## config.mk

```make
export PLATFORM = sky130hd
export DESIGN_NAME = programmable_crc_unit
export DESIGN_NICKNAME = d
export VERILOG_FILES = /design/src/programmable_crc_unit.v
export VERILOG_INCLUDE_DIRS = /design/src /design/src/src
export SDC_FILE = /design/constraint.sdc
export NUM_CORES = 1
export LEC_CHECK = 0
export BUFFER_PORTS_ARGS = -buffer_cell sky130_fd_sc_hd__buf_2
export CAP_MARGIN = 30
export CORE_UTILIZATION = 30
export DETAILED_ROUTE_END_ITERATION = 10
export MAX_ROUTING_LAYER = met4
export PLACE_DENSITY_LB_ADDON = 0.2
export SYNTH_ARGS = -nofsm -noshare
export SYNTH_HDL_FRONTEND = slang
export SYNTH_SLANG_ARGS = --single-unit
```

## constraint.sdc

```tcl
create_clock -name clock -period 10.3 [get_ports clock]
set_input_delay 1.03 -clock clock [delete_from_list [all_inputs] [get_ports clock]]
set_output_delay 1.03 -clock clock [all_outputs]
set_load 0.03 [all_outputs]
```

## src/crc_defines.vh

```
// Register map, field positions, reset values and bus encodings of the CRC unit
`ifndef CRC_DEFINES_VH
`define CRC_DEFINES_VH

// Register byte offsets
`define CRC_OFS_DATA        5'h00
`define CRC_OFS_SCRATCH     5'h04
`define CRC_OFS_CONTROL     5'h08
`define CRC_OFS_SEED        5'h10
`define CRC_OFS_COEFF       5'h14

// Reset values
`define CRC_SEED_RESET      32'hffffffff
`define CRC_COEFF_RESET     32'h04c11db7
`define CRC_SCRATCH_RESET   8'h00
`define CRC_CONTROL_RESET   5'h00

// Control register fields
`define CTRL_REINIT_BIT     0
`define CTRL_WSEL_MSB       4
`define CTRL_WSEL_LSB       3
`define CTRL_IN_MSB         6
`define CTRL_IN_LSB         5
`define CTRL_OUT_BIT        7
`define CTRL_STORE_MSB      7
`define CTRL_STORE_LSB      3

// Generator width selections
`define WSEL_32             2'h0
`define WSEL_16             2'h1
`define WSEL_8              2'h2
`define WSEL_7              2'h3

// Masks and top bit index per generator width
`define MASK_32             32'hffffffff
`define MASK_16             32'h0000ffff
`define MASK_8              32'h000000ff
`define MASK_7              32'h0000007f
`define TOP_32              5'h1f
`define TOP_16              5'h0f
`define TOP_8               5'h07
`define TOP_7               5'h06

// Input reflection modes
`define REFL_NONE           2'h0
`define REFL_BYTE           2'h1
`define REFL_HALF           2'h2
`define REFL_WORD           2'h3

// Bus transfer sizes and transfer type bit
`define HSIZE_BYTE          3'h0
`define HSIZE_HALF          3'h1
`define HSIZE_WORD          3'h2
`define HTRANS_ACTIVE_BIT   1

// Byte counts minus one per access width
`define BYTES_BYTE          2'h0
`define BYTES_HALF          2'h1
`define BYTES_WORD          2'h3

`endif

```

## src/programmable_crc_unit.v

```verilog
// Programmable CRC calculation unit with an AHB-Lite register slave
`timescale 1ns/1ps
`include "crc_defines.vh"
// Functional notes
// Data write folds in; read returns checksum
// Data port takes word, half, byte
// Process per access width, may vary
// Word four, half two, byte one cycle
// Input buffer accepts next write immediately
// Input reflection by byte, half, word
// Output reflection reverses checksum bit order
// Width select: 32, 16, 8, 7 bits
// Reinit bit loads seed, self clears
// Seed write also loads checksum
// Seed and checksum reset to ones
// Scratch byte survives reinitialise
// Narrow checksum sits in low bits
// Master puts narrow coefficients low
// Master programs only odd polynomials
// No polynomial change mid calculation
// Coefficients reset to Ethernet polynomial
// Master writes zeros to reserved bits
// Data read stalls until work done
// MSB-first serial division, implicit top term
module programmable_crc_unit
(
	input  wire        clock,      // Bus clock
	input  wire        srst,       // Synchronous reset, active high
	input  wire        hsel,       // Slave select
	input  wire [4:0]  haddr,      // Byte address within the unit
	input  wire [1:0]  htrans,     // Transfer type
	input  wire        hwrite,     // Write when high
	input  wire [2:0]  hsize,      // Transfer size
	input  wire [31:0] hwdata,     // Write data
	input  wire        hready,     // Bus-wide ready
	output wire        hreadyout,  // This slave's ready
	output wire        hresp,      // Always OKAY
	output wire [31:0] hrdata      // Read data
);

////////////////////////////////////////////////////////////////////////////////
// Helper functions

// Bit reversal within bytes, half-words or the word
function [31:0] reflect;
	input [31:0] v;
	input [1:0]  mode;
	integer      i;
	begin
		reflect = v;
		for (i = 0; i < 32; i = i + 1)
		begin
			case (mode)
				`REFL_BYTE: reflect[i] = v[(i / 8) * 8 + 7 - (i % 8)];
				`REFL_HALF: reflect[i] = v[(i / 16) * 16 + 15 - (i % 16)];
				`REFL_WORD: reflect[i] = v[31 - i];
				default:    reflect[i] = v[i];
			endcase
		end
	end
endfunction

// One byte of MSB-first division; top term of the polynomial is implicit
function [31:0] crc_byte;
	input [31:0] c;
	input [7:0]  d;
	input [31:0] p;
	input [31:0] m;
	input [4:0]  top;
	integer      k;
	reg          fb;
	reg [31:0]   r;
	begin
		r = c & m;
		for (k = 7; k >= 0; k = k - 1)
		begin
			fb = r[top] ^ d[k];
			r  = (r << 1) & m;
			if (fb)
				r = r ^ (p & m);
		end
		crc_byte = r;
	end
endfunction

////////////////////////////////////////////////////////////////////////////////
// Registers

reg [31:0] crc_reg;        // Running checksum
reg [31:0] seed_reg;       // Seed value
reg [31:0] coeff_reg;      // Generator coefficients
reg [7:0]  scratch_reg;    // Scratch byte
reg [4:0]  ctrl_reg;       // Control bits 7:3
reg        dp_valid_reg;   // Data phase pending
reg        dp_write_reg;   // Pending phase is a write
reg [4:0]  dp_addr_reg;    // Pending address
reg [2:0]  dp_size_reg;    // Pending size
reg        rd_loaded_reg;  // Read data captured, finish next
reg [31:0] rdata_reg;      // Read data flops
reg        buf_valid_reg;  // Input buffer holds a write
reg [31:0] buf_data_reg;   // Buffered data, left aligned
reg [1:0]  buf_cnt_reg;    // Buffered bytes minus one
reg        eng_busy_reg;   // Engine working
reg [31:0] eng_data_reg;   // Engine data, next byte on top
reg [1:0]  eng_cnt_reg;    // Engine bytes left minus one

////////////////////////////////////////////////////////////////////////////////
// Derived control values

wire [1:0] wsel     = ctrl_reg[`CTRL_WSEL_MSB - `CTRL_STORE_LSB:`CTRL_WSEL_LSB - `CTRL_STORE_LSB];
wire [1:0] in_mode  = ctrl_reg[`CTRL_IN_MSB - `CTRL_STORE_LSB:`CTRL_IN_LSB - `CTRL_STORE_LSB];
wire       out_refl = ctrl_reg[`CTRL_OUT_BIT - `CTRL_STORE_LSB];
reg [31:0] width_mask;     // Mask of the selected width
reg [4:0]  width_top;      // Top bit of the selected width

// Width select decode
always @*
begin
	case (wsel)
		`WSEL_16:
		begin
			width_mask = `MASK_16;
			width_top  = `TOP_16;
		end
		`WSEL_8:
		begin
			width_mask = `MASK_8;
			width_top  = `TOP_8;
		end
		`WSEL_7:
		begin
			width_mask = `MASK_7;
			width_top  = `TOP_7;
		end
		default:
		begin
			width_mask = `MASK_32;
			width_top  = `TOP_32;
		end
	endcase
end

// Checksum as seen by a read: masked low bits, optionally reversed
wire [31:0] crc_masked = crc_reg & width_mask;
wire [31:0] crc_view   = out_refl ? (reflect(crc_masked, `REFL_WORD) >> (5'h1f - width_top))
                                  : crc_masked;

////////////////////////////////////////////////////////////////////////////////
// Bus decode and handshake

wire addr_go   = hsel & htrans[`HTRANS_ACTIVE_BIT] & hready;
wire dp_data   = dp_addr_reg == `CRC_OFS_DATA;
wire dp_word   = dp_size_reg == `HSIZE_WORD;
wire eng_last  = eng_busy_reg & (eng_cnt_reg == 2'h0);
wire buf_take  = buf_valid_reg & (~eng_busy_reg | eng_last);
wire wr_stall  = dp_write_reg & dp_data & buf_valid_reg & ~buf_take;
wire rd_idle   = ~eng_busy_reg & ~buf_valid_reg;
wire rd_stall  = ~dp_write_reg & ~rd_loaded_reg;

assign hreadyout = ~dp_valid_reg | ~(wr_stall | rd_stall);
assign hresp     = 1'b0;
assign hrdata    = rdata_reg;

wire wr_go     = dp_valid_reg & dp_write_reg & hreadyout;
wire size_ok   = dp_data ? (dp_size_reg <= `HSIZE_WORD) : dp_word;
wire wr_data   = wr_go & dp_data & size_ok;
wire wr_seed   = wr_go & (dp_addr_reg == `CRC_OFS_SEED) & size_ok;
wire wr_ctrl   = wr_go & (dp_addr_reg == `CRC_OFS_CONTROL) & size_ok;
wire reinit    = wr_ctrl & hwdata[`CTRL_REINIT_BIT];
wire flush     = reinit | wr_seed;

////////////////////////////////////////////////////////////////////////////////
// Incoming data shaping

reg [1:0]  eff_mode;       // Reflection capped at access width
reg [1:0]  wr_cnt;         // Bytes of this write minus one
reg [31:0] wr_aligned;     // Reflected data moved to the top

// Reflect and left-align the written data
always @*
begin
	case (dp_size_reg)
		`HSIZE_BYTE: wr_cnt = `BYTES_BYTE;
		`HSIZE_HALF: wr_cnt = `BYTES_HALF;
		default:     wr_cnt = `BYTES_WORD;
	endcase
	// Reflection never reaches past the written bytes
	if (in_mode > {1'b0, wr_cnt[0]} + 2'h1 && wr_cnt != `BYTES_WORD)
		eff_mode = {1'b0, wr_cnt[0]} + 2'h1;
	else
		eff_mode = in_mode;
	wr_aligned = reflect(hwdata, eff_mode) << {~wr_cnt, 3'h0};
end

////////////////////////////////////////////////////////////////////////////////
// Bus address phase capture and read data

// Track the pending data phase and load read data
always @(posedge clock)
begin
	if (srst)
	begin
		dp_valid_reg  <= 1'b0;
		dp_write_reg  <= 1'b0;
		dp_addr_reg   <= 5'h00;
		dp_size_reg   <= 3'h0;
		rd_loaded_reg <= 1'b0;
		rdata_reg     <= 32'h00000000;
	end
	else
	begin
		if (hready)
		begin
			dp_valid_reg <= addr_go;
			dp_write_reg <= hwrite;
			dp_addr_reg  <= haddr;
			dp_size_reg  <= hsize;
		end
		// Capture read data in the first cycle the data port is idle, or at once for other registers
		if (dp_valid_reg & ~dp_write_reg & ~rd_loaded_reg & (rd_idle | ~dp_data))
		begin
			rd_loaded_reg <= 1'b1;
			case (dp_addr_reg)
				`CRC_OFS_DATA:    rdata_reg <= crc_view;
				`CRC_OFS_SCRATCH: rdata_reg <= {24'h000000, scratch_reg};
				`CRC_OFS_CONTROL: rdata_reg <= {24'h000000, ctrl_reg, 3'h0};
				`CRC_OFS_SEED:    rdata_reg <= seed_reg;
				`CRC_OFS_COEFF:   rdata_reg <= coeff_reg;
				default:          rdata_reg <= 32'h00000000;
			endcase
		end
		else if (rd_loaded_reg)
			rd_loaded_reg <= 1'b0;
	end
end

////////////////////////////////////////////////////////////////////////////////
// Configuration registers

// Seed, coefficients, scratch and control writes
always @(posedge clock)
begin
	if (srst)
	begin
		seed_reg    <= `CRC_SEED_RESET;
		coeff_reg   <= `CRC_COEFF_RESET;
		scratch_reg <= `CRC_SCRATCH_RESET;
		ctrl_reg    <= `CRC_CONTROL_RESET;
	end
	else
	begin
		if (wr_seed)
			seed_reg <= hwdata;
		if (wr_go & (dp_addr_reg == `CRC_OFS_COEFF) & size_ok)
			coeff_reg <= hwdata;
		// Scratch byte is not touched by a reinitialise
		if (wr_go & (dp_addr_reg == `CRC_OFS_SCRATCH) & size_ok)
			scratch_reg <= hwdata[7:0];
		// Reinit bit is not stored, so it always reads back zero
		if (wr_ctrl)
			ctrl_reg <= hwdata[`CTRL_STORE_MSB:`CTRL_STORE_LSB];
	end
end

////////////////////////////////////////////////////////////////////////////////
// Input buffer

// One write waits here while the engine is busy
always @(posedge clock)
begin
	if (srst | flush)
	begin
		buf_valid_reg <= 1'b0;
		buf_data_reg  <= 32'h00000000;
		buf_cnt_reg   <= 2'h0;
	end
	else if (wr_data)
	begin
		buf_valid_reg <= 1'b1;
		buf_data_reg  <= wr_aligned;
		buf_cnt_reg   <= wr_cnt;
	end
	else if (buf_take)
		buf_valid_reg <= 1'b0;
end

////////////////////////////////////////////////////////////////////////////////
// Calculation engine

// One byte per cycle, taken from the top of the engine data
always @(posedge clock)
begin
	if (srst)
	begin
		crc_reg      <= `CRC_SEED_RESET;
		eng_busy_reg <= 1'b0;
		eng_data_reg <= 32'h00000000;
		eng_cnt_reg  <= 2'h0;
	end
	else if (flush)
	begin
		// Reinitialise or seed write restarts from the new seed
		crc_reg      <= wr_seed ? hwdata : seed_reg;
		eng_busy_reg <= 1'b0;
		eng_cnt_reg  <= 2'h0;
	end
	else
	begin
		if (eng_busy_reg)
			crc_reg <= crc_byte(crc_reg, eng_data_reg[31:24], coeff_reg,
				width_mask, width_top);
		if (buf_take)
		begin
			eng_busy_reg <= 1'b1;
			eng_data_reg <= buf_data_reg;
			eng_cnt_reg  <= buf_cnt_reg;
		end
		else if (eng_busy_reg)
		begin
			eng_data_reg <= eng_data_reg << 8;
			eng_cnt_reg  <= eng_cnt_reg - 2'h1;
			if (eng_last)
				eng_busy_reg <= 1'b0;
		end
	end
end

endmodule

```

==> flow_summary.json <==
{
  "fin_crit_sh_pct": 91.2,
  "cp_num_buf_inv": 0,
  "numPortBuffers": 78,
  "avgSynthCellArea_um2": 7.44,
  "area_delta_synth_final_pct": 11.1,
  "n_antenna_cell": 0,
  "slew_viol_final": 0,
  "vias_per_cell": 5.70,
  "floorplan.die_area_mm2": 0.0552,
  "fmax_mhz": 106,
  "cap_violations": 0,
  "wl_per_cell_um": 22.7,
  "critPathMaxStageDelay_ns": 0.92,
  "netlist.area_leader.share_pct": 27.3,
  "yosys_register_bits": 222,
  "rsz0062_at_grt": "false",
  "path_class": "flip-flop to flip-flop",
  "finClkSkew_ns": 0.0117,
  "async_reset_ff_share_pct": 0,
  "dp.cells": 2808,
  "grt_pass1_vias": 15100,
  "max_slew_margin_pct": 28.6,
  "syn_area_mm2": 0.0163,
  "fin_crit_ns": 9.40,
  "netlist_instances": 2190,
  "cts_max_path_buffers": 3,
  "die_w_um": 235,
  "hold_path_class": "flip-flop to flip-flop",
  "clk_latency_ns": 0.55,
  "vias": 16300,
  "ys_warn_count": 0,
  "rows": 85,
  "cts_root_buffer": "clkbuf_16",
  "startpoint": "eng_data_reg[31]",
  "power_mw": 2.01,
  "peakVddDrop_uv": 108,
  "synthAdderAreaFrac_pct": 0.231,
  "status": "complete, no violations",
  "setup_tns_ns": 0,
  "reg2reg_slack_ns": 0.90,
  "cts_resized": 0,
  "hold_buffers": 0,
  "start_util_pct": 30.3,
  "core_area_mm2": 0.0537,
  "cts_setup_buffers": 0,
  "fill_cells": 5643,
  "path_clk_slew_ns": 0.06,
  "rr_startpoint": "eng_data_reg[31]",
  "start_kind": "flip-flop",
  "numCtsBuffers": 26,
  "cts_tree": "yes",
  "synth_area_leaders": "dfxtp_1 27%, xnor2_1 10%, nand2_1 9.5%",
  "synth_compound_area_share_pct": 23.8,
  "ios": 81,
  "drive_above_1_share_pct": 11.4,
  "yosysTopAreaCell": "dfxtp_1",
  "track_usage_pct": 23.3,
  "synth_top_family_by_area": "compound AO/OA/AOI/OAI gates",
  "worstSetupPathDepth": 25,
  "cts.sinks": 222,
  "worst_pin_slew_ns": 1.07,
  "synthMuxAreaShare_pct": 7.22,
  "min-delay-start": "eng_data_reg[4]",
  "instances_no_fill": 2854,
  "yosysSeqAreaShare_pct": 27.3,
  "cp-end-kind": "flip-flop",
  "synthSimpleGateAreaFrac_pct": 22.9,
  "detailed_place_hpwl_um": 45300,
  "overflow": 0,
  "timing_hold_violations_final": 0,
  "r2r_cells": 25,
  "powerDensity_mw_per_mm2": 111,
  "drt-initial-drc-count": 1746,
  "synth-main-ff-cell": "dfxtp_1",
  "wl_um": 64800,
  "synth.distinct_cells": 100,
  "leakage_nw": 6.54,
  "final_nets": 2191,
  "required_ns": 10.72,
  "ant_nets": 0,
  "setup_viol": 0,
  "grt_first_pass_wirelength_um": 97300,
  "cp_data_arrival_time_ns": 9.82,
  "place_congestion": 0.888,
  "antenna_found_initial": 0,
  "critical_path.max_fanout": 31,
  "synth_xor_xnor_area_share_pct": 12.9,
  "cp_top_family": "compound AO/OA/AOI/OAI gates",
  "htreeDepth": 1,
  "drt-pass1-iter-count": 8,
  "synth-edff-count": 0,
  "syn_nets": 2240,
  "route.detailed.drc": 0,
  "grt_max_degree": 81,
  "crit_path_top_delay_cell": "dfxtp_1",
  "hold_depth": 2,
  "die_y_um": 235
}
## kinds of logic after synthesis
logic type | after synthesis
AO/OA/AOI/OAI | 546
XOR/XNOR | 235
adder cells (fa/ha/maj) | 3
buffers and inverters | 230
flip-flops | 222
multiplexers | 101
other | 1
AND/OR/NAND/NOR | 852
## cells in the mapped netlist, types with 6 or more instances
| master | count |
|---|---|
| and3_1 | 17 |
| nand2b_1 | 11 |
| a21oi_1 | 121 |
| clkbuf_1 | 166 |
| or3_1 | 9 |
| o211ai_1 | 9 |
| a31oi_1 | 6 |
| nand3_1 | 42 |
| xor2_1 | 40 |
| mux2i_1 | 78 |
| mux2_2 | 7 |
| xnor2_1 | 192 |
| mux4_2 | 9 |
| nand4_1 | 7 |
| a222oi_1 | 13 |
| a211oi_1 | 23 |
| and2_1 | 12 |
| nor2b_1 | 40 |
| nor2_1 | 222 |
| dfxtp_1 | 222 |
| nor4_1 | 12 |
| a311oi_1 | 29 |
| a21o_1 | 8 |
| o21ai_1 | 61 |
| o21ai_0 | 47 |
| inv_1 | 18 |
| nand3b_1 | 15 |
| nor3_1 | 30 |
| buf_1 | 20 |
| a22oi_1 | 90 |
| a221oi_1 | 37 |
| a211o_1 | 34 |
| nand2_1 | 412 |
| buf_2 | 17 |
## power by group
part | switching [mW] | leakage, nW | internal [mW] | total (mW)
Clock | 0.383 | 0.427 | 0.556 | 0.939
Combinational | 0.133 | 4.32 | 0.0599 | 0.193
Sequential | 0.00947 | 1.80 | 0.865 | 0.875
## metal layers
layer  GRT usage, %  vias up  share of wire [%]
li1               -     7591                  -
met1           32.0     7829                 45
met2           35.0      741                 44
met3           2.57      108                7.6
met4           8.87        0                3.9
met5              -        -                  0
## worst min-delay path, cell delays in order (launching register included)
cell,delay [ns]
dfxtp_1,0.31
nand2_1,0.05
a21oi_1,0.05
## cell usage in the layout, fill, tap and decap left out, types with 6 or more instances in the layout
cell | netlist | final
o21ai_1 | 61 | 59
mux2i_1 | 78 | 78
and3_1 | 17 | 17
a211o_1 | 34 | 34
xnor2_1 | 192 | 190
a311oi_1 | 29 | 29
buf_4 | 5 | 52
a211oi_1 | 23 | 23
nand2b_1 | 11 | 10
clkbuf_16 | 0 | 27
nor4_1 | 12 | 11
a31oi_1 | 6 | 6
nor2_1 | 222 | 218
inv_1 | 18 | 18
nand2_1 | 412 | 411
a21o_1 | 8 | 8
nor3_1 | 30 | 30
mux2_2 | 7 | 7
or3_1 | 9 | 9
and2_1 | 12 | 11
mux4_2 | 9 | 9
a21oi_1 | 121 | 121
a22oi_1 | 90 | 90
dfxtp_1 | 222 | 219
a222oi_1 | 13 | 13
nand3_1 | 42 | 42
xor2_1 | 40 | 39
o211ai_1 | 9 | 9
nand3b_1 | 15 | 15
buf_2 | 17 | 77
nor2b_1 | 40 | 37
a221oi_1 | 37 | 37
o21ai_0 | 47 | 47
nand4_1 | 7 | 7
## final timing paths
check,endpoint
min reg2reg,eng_data_reg[4]
min,eng_data_reg[4]
max reg2reg,crc_reg[8]
max,crc_reg[8]
## final cells by class
cell class	instances	area, µm²	area share [%]
timing repair buffer	133	841	4.65
multi-input combinational	1738	11000	60.8
tap	696	871	4.81
clock buffer	35	746	4.12
inverter	20	75.1	0.415
sequential	222	4450	24.6
clock inverter	10	111	0.616
## per-stage QoR
step	area, µm²	utilization (%)	hold WS [ns]	setup WS, ns
final	18100	33.7	0.449	0.901
after CTS	18100	33.7	0.454	0.966
after global routing	18100	33.7	0.470	0.186
after global placement	17200	32.0	0.442	1.12
after detailed placement	17200	32.1	0.445	0.970
after floorplan	16300	-	0.432	2.45
Power figures use the tool's default switching activity.
